<file path="src/dacc_pkg.sv">
// package: register map, field positions and reset values for dac control
`default_nettype none
package dacc_pkg;
    // printed offset 0xde is not a multiple of four: kept as index
    localparam logic [7:0]  DAC_CONTROL_INDEX = 8'hde;
    localparam logic [11:0] DAC_CONTROL_ADDR  = {2'b00, DAC_CONTROL_INDEX, 2'b00};
    localparam int          ADDR_WIDTH        = 12;
    localparam int          BIT_CHAN1_OE      = 7;
    localparam int          BIT_CHAN0_OE      = 6;
    localparam int          BIT_SHARED_CE     = 5;
    localparam logic [2:0]  CTRL_RESET        = 3'h0;
    localparam logic [4:0]  UNUSED_READ       = 5'h1f;
    localparam logic [1:0]  RESP_OKAY         = 2'h0;
    localparam logic [1:0]  RESP_SLVERR       = 2'h2;

    // decoded enables for both channels
    typedef struct packed {
        logic conv1;
        logic conv0;
        logic drive1;
        logic drive0;
    } dacc_enable_type;
endpackage : dacc_pkg
`default_nettype wire
</file>
<file path="src/dacc_control.sv">
// dac control register with axi4-lite slave and channel enable decode
// Overview of operation
// bit 7 chan1 output enable, bit 6 chan0, bit 5 shared enable; all r/w.
// chan0 output enable at 1 turns on chan0 conversion and output drive.
// chan1 output enable at 1 turns on chan1 conversion and output drive.
// chan0 output enable at 0 keeps the chan0 analog output disabled.
// chan1 output enable at 0 keeps the chan1 analog output disabled.
// both output enables at 0 disable conversion in both channels.
// only chan0 enabled with shared enable 0 converts on chan0 only.
// only chan1 enabled with shared enable 0 converts on chan1 only.
// any output enable at 1 with shared enable 1 converts on both channels.
// low five bits ignore writes, read as 1; control bits reset to 0.
`timescale 1ns/1ps
`default_nettype none
module dacc_control
    import dacc_pkg::*;
(
    // clock and synchronous active-low reset
    input  wire logic                  aclk,
    input  wire logic                  aresetn,
    // write address and write data channels
    input  wire logic [ADDR_WIDTH-1:0] s_axi_awaddr,
    input  wire logic                  s_axi_awvalid,
    output logic                       s_axi_awready,
    input  wire logic [31:0]           s_axi_wdata,
    input  wire logic [3:0]            s_axi_wstrb,
    input  wire logic                  s_axi_wvalid,
    output logic                       s_axi_wready,
    // write response channel
    output logic [1:0]                 s_axi_bresp,
    output logic                       s_axi_bvalid,
    input  wire logic                  s_axi_bready,
    // read address and read data channels
    input  wire logic [ADDR_WIDTH-1:0] s_axi_araddr,
    input  wire logic                  s_axi_arvalid,
    output logic                       s_axi_arready,
    output logic [31:0]                s_axi_rdata,
    output logic [1:0]                 s_axi_rresp,
    output logic                       s_axi_rvalid,
    input  wire logic                  s_axi_rready,
    // decoded enables towards the analog side
    output dacc_enable_type            chan_enable
);
    // write side state
    logic                  aw_held;
    logic                  w_held;
    logic [ADDR_WIDTH-1:0] aw_addr;
    // only byte lane 0 of the data word carries state
    logic [7:0]            w_byte;
    logic                  w_strb0;
    logic                  next_aw_held;
    logic                  next_w_held;
    logic [ADDR_WIDTH-1:0] next_aw_addr;
    logic [7:0]            next_w_byte;
    logic                  next_w_strb0;
    logic                  next_bvalid;
    logic [1:0]            next_bresp;
    // control bits {chan1_oe, chan0_oe, shared_ce}
    logic [2:0]            ctrl;
    logic [2:0]            next_ctrl;
    // read side
    logic                  next_rvalid;
    logic [1:0]            next_rresp;
    logic [31:0]           next_rdata;
    // decoded enables
    dacc_enable_type       next_chan_enable;
    logic                  chan0_output_enable;
    logic                  chan1_output_enable;
    logic                  shared_conversion_enable;
    logic [7:0]            reg_view;
    logic                  aw_hit;
    logic                  ar_hit;
    // per-channel view of the control bits; index 0 is chan0, 1 is chan1
    logic [1:0]            oe_bits;
    logic [1:0]            conv_bits;

    // named views of the three stored bits
    assign chan1_output_enable      = ctrl[2];
    assign chan0_output_enable      = ctrl[1];
    assign shared_conversion_enable = ctrl[0];
    // unused low bits always read as ones
    assign reg_view = {ctrl, UNUSED_READ}; // see

    // register hits compare word addresses; the two low byte bits are
    // ignored so any byte address inside the word reaches the register
    assign aw_hit = aw_addr[ADDR_WIDTH-1:2] ==
                    DAC_CONTROL_ADDR[ADDR_WIDTH-1:2];
    assign ar_hit = s_axi_araddr[ADDR_WIDTH-1:2] ==
                    DAC_CONTROL_ADDR[ADDR_WIDTH-1:2];

    // each address/data half is taken once and held until the response;
    // both stay refused while bvalid is up, so one write at most is open,
    // and a read is refused only while its own answer is still waiting
    assign s_axi_awready = !aw_held && !s_axi_bvalid;
    assign s_axi_wready  = !w_held && !s_axi_bvalid;
    assign s_axi_arready = !s_axi_rvalid;

    // write path: capture halves, commit when both present
    // halves may arrive in either order; the commit edge also raises
    // bvalid, so the answer comes two edges after the later half
    always_comb begin
        next_aw_held = aw_held;
        next_w_held  = w_held;
        next_aw_addr = aw_addr;
        next_w_byte  = w_byte;
        next_w_strb0 = w_strb0;
        next_ctrl    = ctrl;
        next_bvalid  = s_axi_bvalid;
        next_bresp   = s_axi_bresp;
        if (s_axi_awvalid && s_axi_awready) begin
            next_aw_held = 1'b1;
            next_aw_addr = s_axi_awaddr;
        end
        if (s_axi_wvalid && s_axi_wready) begin
            next_w_held  = 1'b1;
            next_w_byte  = s_axi_wdata[7:0];
            next_w_strb0 = s_axi_wstrb[0];
        end
        if (aw_held && w_held) begin
            next_aw_held = 1'b0;
            next_w_held  = 1'b0;
            next_bvalid  = 1'b1;
            if (aw_hit) begin
                next_bresp = RESP_OKAY;
                // only the three control bits store; low five ignored
                // a write without lane 0 is answered but stores nothing
                if (w_strb0) begin
                    next_ctrl = {w_byte[BIT_CHAN1_OE], w_byte[BIT_CHAN0_OE],
                                 w_byte[BIT_SHARED_CE]}; // see
                end
            end else begin
                next_bresp = RESP_SLVERR; // unmapped address
            end
        end else if (s_axi_bvalid && s_axi_bready) begin
            next_bvalid = 1'b0;
        end
    end

    // write path registers; bresp keeps its value between answers
    // so a held response never changes under a stalled master
    always_ff @(posedge aclk) begin
        if (!aresetn) begin
            aw_held      <= 1'b0;
            w_held       <= 1'b0;
            aw_addr      <= '0;
            w_byte       <= 8'h00;
            w_strb0      <= 1'b0;
            ctrl         <= CTRL_RESET;
            s_axi_bvalid <= 1'b0;
            s_axi_bresp  <= RESP_OKAY;
        end else begin
            aw_held      <= next_aw_held;
            w_held       <= next_w_held;
            aw_addr      <= next_aw_addr;
            w_byte       <= next_w_byte;
            w_strb0      <= next_w_strb0;
            ctrl         <= next_ctrl;
            s_axi_bvalid <= next_bvalid;
            s_axi_bresp  <= next_bresp;
        end
    end

    // read path: one-cycle answer
    // arready drops while rvalid stands, so rdata cannot be overwritten
    // before the master has taken it
    always_comb begin
        next_rvalid = s_axi_rvalid;
        next_rresp  = s_axi_rresp;
        next_rdata  = s_axi_rdata;
        if (s_axi_arvalid && s_axi_arready) begin
            next_rvalid = 1'b1;
            if (ar_hit) begin
                next_rresp = RESP_OKAY;
                next_rdata = {24'h00_0000, reg_view};
            end else begin
                next_rresp = RESP_SLVERR;
                // unmapped reads return zero so nothing leaks
                next_rdata = 32'h0000_0000;
            end
        end else if (s_axi_rvalid && s_axi_rready) begin
            next_rvalid = 1'b0;
        end
    end

    // read path registers; data outputs come straight from flip-flops
    // so the bus never sees a combinational path from the address
    always_ff @(posedge aclk) begin
        if (!aresetn) begin
            s_axi_rvalid <= 1'b0;
            s_axi_rresp  <= RESP_OKAY;
            s_axi_rdata  <= 32'h0000_0000;
        end else begin
            s_axi_rvalid <= next_rvalid;
            s_axi_rresp  <= next_rresp;
            s_axi_rdata  <= next_rdata;
        end
    end

    assign oe_bits = {chan1_output_enable, chan0_output_enable};

    // a channel converts on its own output enable, or on the other
    // channel's output enable when the shared enable is set; the shared
    // enable alone never starts conversion, so an idle pair stays quiet
    for (genvar ch = 0; ch < 2; ch++) begin : g_chan
        assign conv_bits[ch] = oe_bits[ch] || // see
            (shared_conversion_enable && oe_bits[1-ch]); // see
    end

    // drive follows the output enable alone, so a channel that converts
    // only through the shared enable keeps its analog pin off
    always_comb begin
        next_chan_enable.drive0 = oe_bits[0];   // see
        next_chan_enable.drive1 = oe_bits[1];   // see
        next_chan_enable.conv0  = conv_bits[0];
        next_chan_enable.conv1  = conv_bits[1];
    end

    // registered so the analog side sees glitch-free enables; the price
    // is one cycle between the register write and the enables
    always_ff @(posedge aclk) begin
        if (!aresetn) begin
            chan_enable <= '0;
        end else begin
            chan_enable <= next_chan_enable;
        end
    end
endmodule : dacc_control
`default_nettype wire

</file>
<file path="config.mk">
export PLATFORM = sky130hd
export DESIGN_NAME = dacc_control
export DESIGN_NICKNAME = d
export VERILOG_FILES = /design/src/dacc_pkg.sv /design/src/dacc_control.sv
export SDC_FILE = /design/constraint.sdc
export NUM_CORES = 1
export LEC_CHECK = 0
export BUFFER_PORTS_ARGS = -buffer_cell sky130_fd_sc_hd__buf_2
export CAP_MARGIN = 30
export CORE_UTILIZATION = 40
export DETAILED_ROUTE_END_ITERATION = 10
export PLACE_DENSITY = 0.81
export SLEW_MARGIN = 20
export SYNTH_ARGS = -nofsm -noshare
export SYNTH_HDL_FRONTEND = slang
export SYNTH_SLANG_ARGS = --single-unit
</file>
<file path="constraint.sdc">
create_clock -name aclk -period 3.95 [get_ports aclk]
set_clock_uncertainty 0.2 [all_clocks]
set_input_delay 0.5925 -clock aclk [delete_from_list [all_inputs] [get_ports aclk]]
set_output_delay 0.5925 -clock aclk [all_outputs]
set_load 0.02 [all_outputs]
</file>
Word-level counts from Yosys, hierarchy flattened
Cells that the tools add are included.
Storage, ports and cells
  register bits after elaboration: 68
  latch bits: 0
  RAM bits: 0
  memory bits (read-only): 0
  input port bits: 67
  output and inout bits: 45
  word-level logic and storage cells: 45
  memories: 0
Operators by class
  $add $sub $neg: 0
  multiply operators: 0
  div/mod/pow operators: 0
  order comparisons: 0
  equality and inequality tests: 2
  shifts and indexed selects: 0
  mux-type cells: 7
  bitwise operators: 1
  reduce and logical (&&, ||, !) cells: 20
Operators by type and width (number)
  10-bit by 8-bit equality test with 1-bit output (second input constant): 2
  1-bit logical AND: 10
  8-bit 2-to-1 mux: 1
  1-bit zero test: 4
  1-bit 2-to-1 mux: 4
  2-bit 2-to-1 mux: 2
  2-bit nonzero test: 2
  3-bit AND reduction: 1
  1-bit logical OR: 2
  2-bit OR reduction: 1
  1-bit NOT: 1

Longest topological paths before layout
  word-level depth: 3
  depth in mapped cells: 4
  gate-level depth less buffers: 3

Worst setup path before layout
OpenSTA, ideal clock, no wires.
  path kind: input to register
  start: input port s_axi_araddr[7]
  end: register s_axi_rresp[1]
  setup time: 116 ps
  arrival time: 1476 ps
  required time: 3634 ps
  setup slack: 2159 ps
  cell stages on the path: 3
  path buffers: 0
  cells stage by stage: nand4bb_1 or4_1 and3_1
Between the ends
  longest elaborated chain between the ends: 2
Ends and longest elaborated chain
  start: declaration: RTL line dacc_control.sv:34  | input wire logic [ADDR_WIDTH-1:0] s_axi_araddr,
  10-bit by 8-bit equality test with 1-bit output: RTL line dacc_control.sv:88  | assign ar_hit = s_axi_araddr[ADDR_WIDTH-1:2] ==
  2-bit 2-to-1 mux: RTL line dacc_control.sv:172  | if (ar_hit) begin
  end signal: assignment: RTL line dacc_control.sv:194  | s_axi_rresp <= next_rresp;
  end: declaration: RTL line dacc_control.sv:38  | output logic [1:0] s_axi_rresp,
No other way between the ends.
A chain may end at the register's enable or synchronous reset.

Worst setup path in the final report
  start: register w_held
  end: output port s_axi_wready
Between the ends
  longest elaborated chain between the ends: 2
Ends and longest elaborated chain
  start: declaration: RTL line dacc_control.sv:46  | logic w_held;
  start signal: assignment: RTL line dacc_control.sv:153  | w_held <= next_w_held;
  1-bit zero test: RTL line dacc_control.sv:95  | assign s_axi_wready = !w_held && !s_axi_bvalid;
  1-bit logical AND: RTL line dacc_control.sv:95
  end: declaration: RTL line dacc_control.sv:28  | output logic s_axi_wready,
No other way between the ends.

==> impl_metrics.ini <==
[worst_setup_path]
r2r_cells = 3
cp-endpoint = s_axi_wready
r2r-start = aw_addr[11]
rrSetupSlack_ns = 2.18
worstPathRequired_ns = 3.16
crit_arrival_ns = 1.00
critPathCaptureType = primary output
path_max_fanout = 7
startpoint = w_held
reg2reg_to = ctrl[0]
critPathLaunchType = flip-flop
critPathKind = flip-flop to primary output

[timing]
finalHoldViolations = 0
maxSlewViolCount = 0
finalSetupTns_ns = 0
rsz0062_at_grt = no
max_freq_ghz = 0.557
setup_violations = 0
finalCritPeriodShare = 0.454
fin_crit_ns = 1.79

[yosys]
syn_area_sq_um = 1420
synth_area_leaders = dfxtp_1 (44%), buf_4 (16%), mux2i_1 (12%), nor2b_1 (7.0%), nand2_1 (2.4%)
synth.top_cell.area_share = 0.436
ys_seq_area_frac = 0.436
synth_edf_count = 0
yosysWarningCount = 0
synthCells = 144
async_reset_ff_frac = 0
syn_avg_cell_area_sq_um = 9.89
ys_ff_latch = 31
yosysTopAreaCell = dfxtp_1
ys_top_cells_by_count = dfxtp_1 (31), buf_4 (30), mux2i_1 (17)
ys_types = 28
yosysMostFrequentCell = dfxtp_1
synthFlopType = dfxtp_1

[routing]
drc_errors = 0
ant_nets = 0
viasPerCell = 4.35
wirelength_microns = 2320
drt_pass1_iterations = 2
wl_per_cell_microns = 9.78
drt-initial-drc-count = 7
vias = 1032

[grt]
grt_max_degree = 31
antenna_found_initial = 0
grt-busiest-layer = met2
use_met3 = 0.0525
use_met2 = 0.192
grt_pass1_wl_microns = 3470
overflow = 0
grt_usage = 0.129
use_met1 = 0.160
grt_pass1_vias = 801

[clock_tree]
root_buffer = clkbuf_4
clockBufferDepth = 2
cts_tree = done
cts_hold_buf = 0
clk_pin_slew_ns = 0.09
clkLatencyLatePin_ns = 0.32
postCtsSetupBuffers = 0
cts_made_buffers = 5
clock-sinks = 31
htree_num_levels = 2
cts-resized-gates = 0

[outcome]
status = completed

[floorplan]
die_w_microns = 61.7
placeableCoreArea_sq_um = 3360
fp.dieH_microns = 61.7
die_area_sq_um = 3800
io_pins = 112
rows = 21
start_util = 0.423

[final_layout]
finalNetCount = 259
n_antenna_cell = 0
syn_to_final_growth_pct = 14.9
nFillCells = 352
fin_area_sq_um = 1640
drive_gt1_frac = 0.309
fin_util = 0.487

[place]
io_buffers = 49
gp_congestion = 0.740
place_area_sq_um = 1580
hpwl_microns = 1740

[power_and_ir_drop]
vdd_drop_max_v = 0.000226
swShare = 0.272
p_switching_mw = 0.161
leakagePower_nw = 0.809
pwr_density_cell_nw_per_um2 = 361
clockPowerShare = 0.263
combPwrFrac = 0.166
seqPwrFrac = 0.571
power.internal_mw = 0.430

[worst_hold_path]
min-delay-path-class = flip-flop to flip-flop

[flow_run]
max-cap-violations = 0
## layout make-up
cell class              count  area [sq um]  area share
inverters                   3          11.3     0.00688
flip-flops and latches     31           621       0.379
multi-input cells         101           649       0.397
clock buffers               6          41.3      0.0252
well taps                  46          57.6      0.0352
repair buffers             50           256       0.157
## layer usage
layer | part of all wire | wire [microns]
met5 | 0 | 0
met4 | 0.019 | 44
met3 | 0.064 | 148
met2 | 0.49 | 1130
met1 | 0.43 | 992
## power groups by stage
| stage | Sequential [mW] | Combinational, mW | Clock [mW] |
|---|---|---|---|
| after floorplan | 0.345 | 0.0879 | 0 |
| after global placement | 0.345 | 0.0950 | 0 |
| after detailed placement | 0.345 | 0.0963 | 0 |
| after CTS | 0.338 | 0.0966 | 0.164 |
| after global routing | 0.340 | 0.109 | 0.175 |
| final | 0.338 | 0.0981 | 0.156 |
## flip-flops by register name (all words and copies together), names as in the netlist
name / flops
w_held: 1
aw_held: 1
aw_addr: 10
ctrl: 3
s_axi_rvalid: 1
w_strb0: 1
s_axi_rdata: 4
s_axi_bvalid: 1
s_axi_bresp: 1
s_axi_rresp: 1
w_byte: 3
chan_enable: 4
## logic make-up (layout without fill, tap and decap cells)
family / Yosys count / after routing / share of synthesized area
other: 1 / 26 / 0.00263
AND/OR/NAND/NOR: 47 / 47 / 0.212
buffers and inverters: 37 / 59 / 0.178
multiplexers: 17 / 17 / 0.120
AO/OA/AOI/OAI: 11 / 11 / 0.0527
flip-flops: 31 / 31 / 0.436
## metrics by stage
stage | setup WS (ns) | std cells | power [mW] | hold slack (ns)
after global placement | 1.81 | 230 | 0.440 | 0.247
final | 2.16 | 237 | 0.592 | 0.255
after global routing | 2.09 | 237 | 0.624 | 0.290
after detailed placement | 1.79 | 230 | 0.441 | 0.257
after floorplan | 2.16 | 169 | 0.433 | 0.237
after CTS | 2.04 | 236 | 0.598 | 0.266
## critical path: stages, from the launching register on
cell	delay (ns)
dfxtp_1	0.45
nor2_1	0.07
buf_2	0.16
## cells in the final DEF (no fill, tap or decap), types with 2 or more instances in the layout
cell / count
dfxtp_1: 31
a21boi_0: 2
mux2i_1: 17
o21ai_0: 3
nand2b_1: 5
inv_1: 3
buf_2: 49
nand3_1: 4
conb_1: 26
o21a_1: 2
a21o_1: 2
clkbuf_4: 5
nand2_1: 9
nor3b_2: 2
nor2b_1: 16
nor2_1: 2
## worst min path at each step
stage / from / to / slack (ns) / cells after the start
6_report: w_byte[6] / ctrl[1] / 0.26 / 2
5_1_grt: s_axi_rdata[7] / s_axi_rdata[7] / 0.29 / 2
4_1_cts: w_byte[6] / ctrl[1] / 0.27 / 2
3_5_place_dp: w_byte[6] / ctrl[1] / 0.26 / 2
3_3_place_gp: w_byte[6] / ctrl[1] / 0.25 / 2
2_1_floorplan: w_byte[5] / ctrl[0] / 0.24 / 2
No activity file was read; power rests on OpenSTA's default activity.
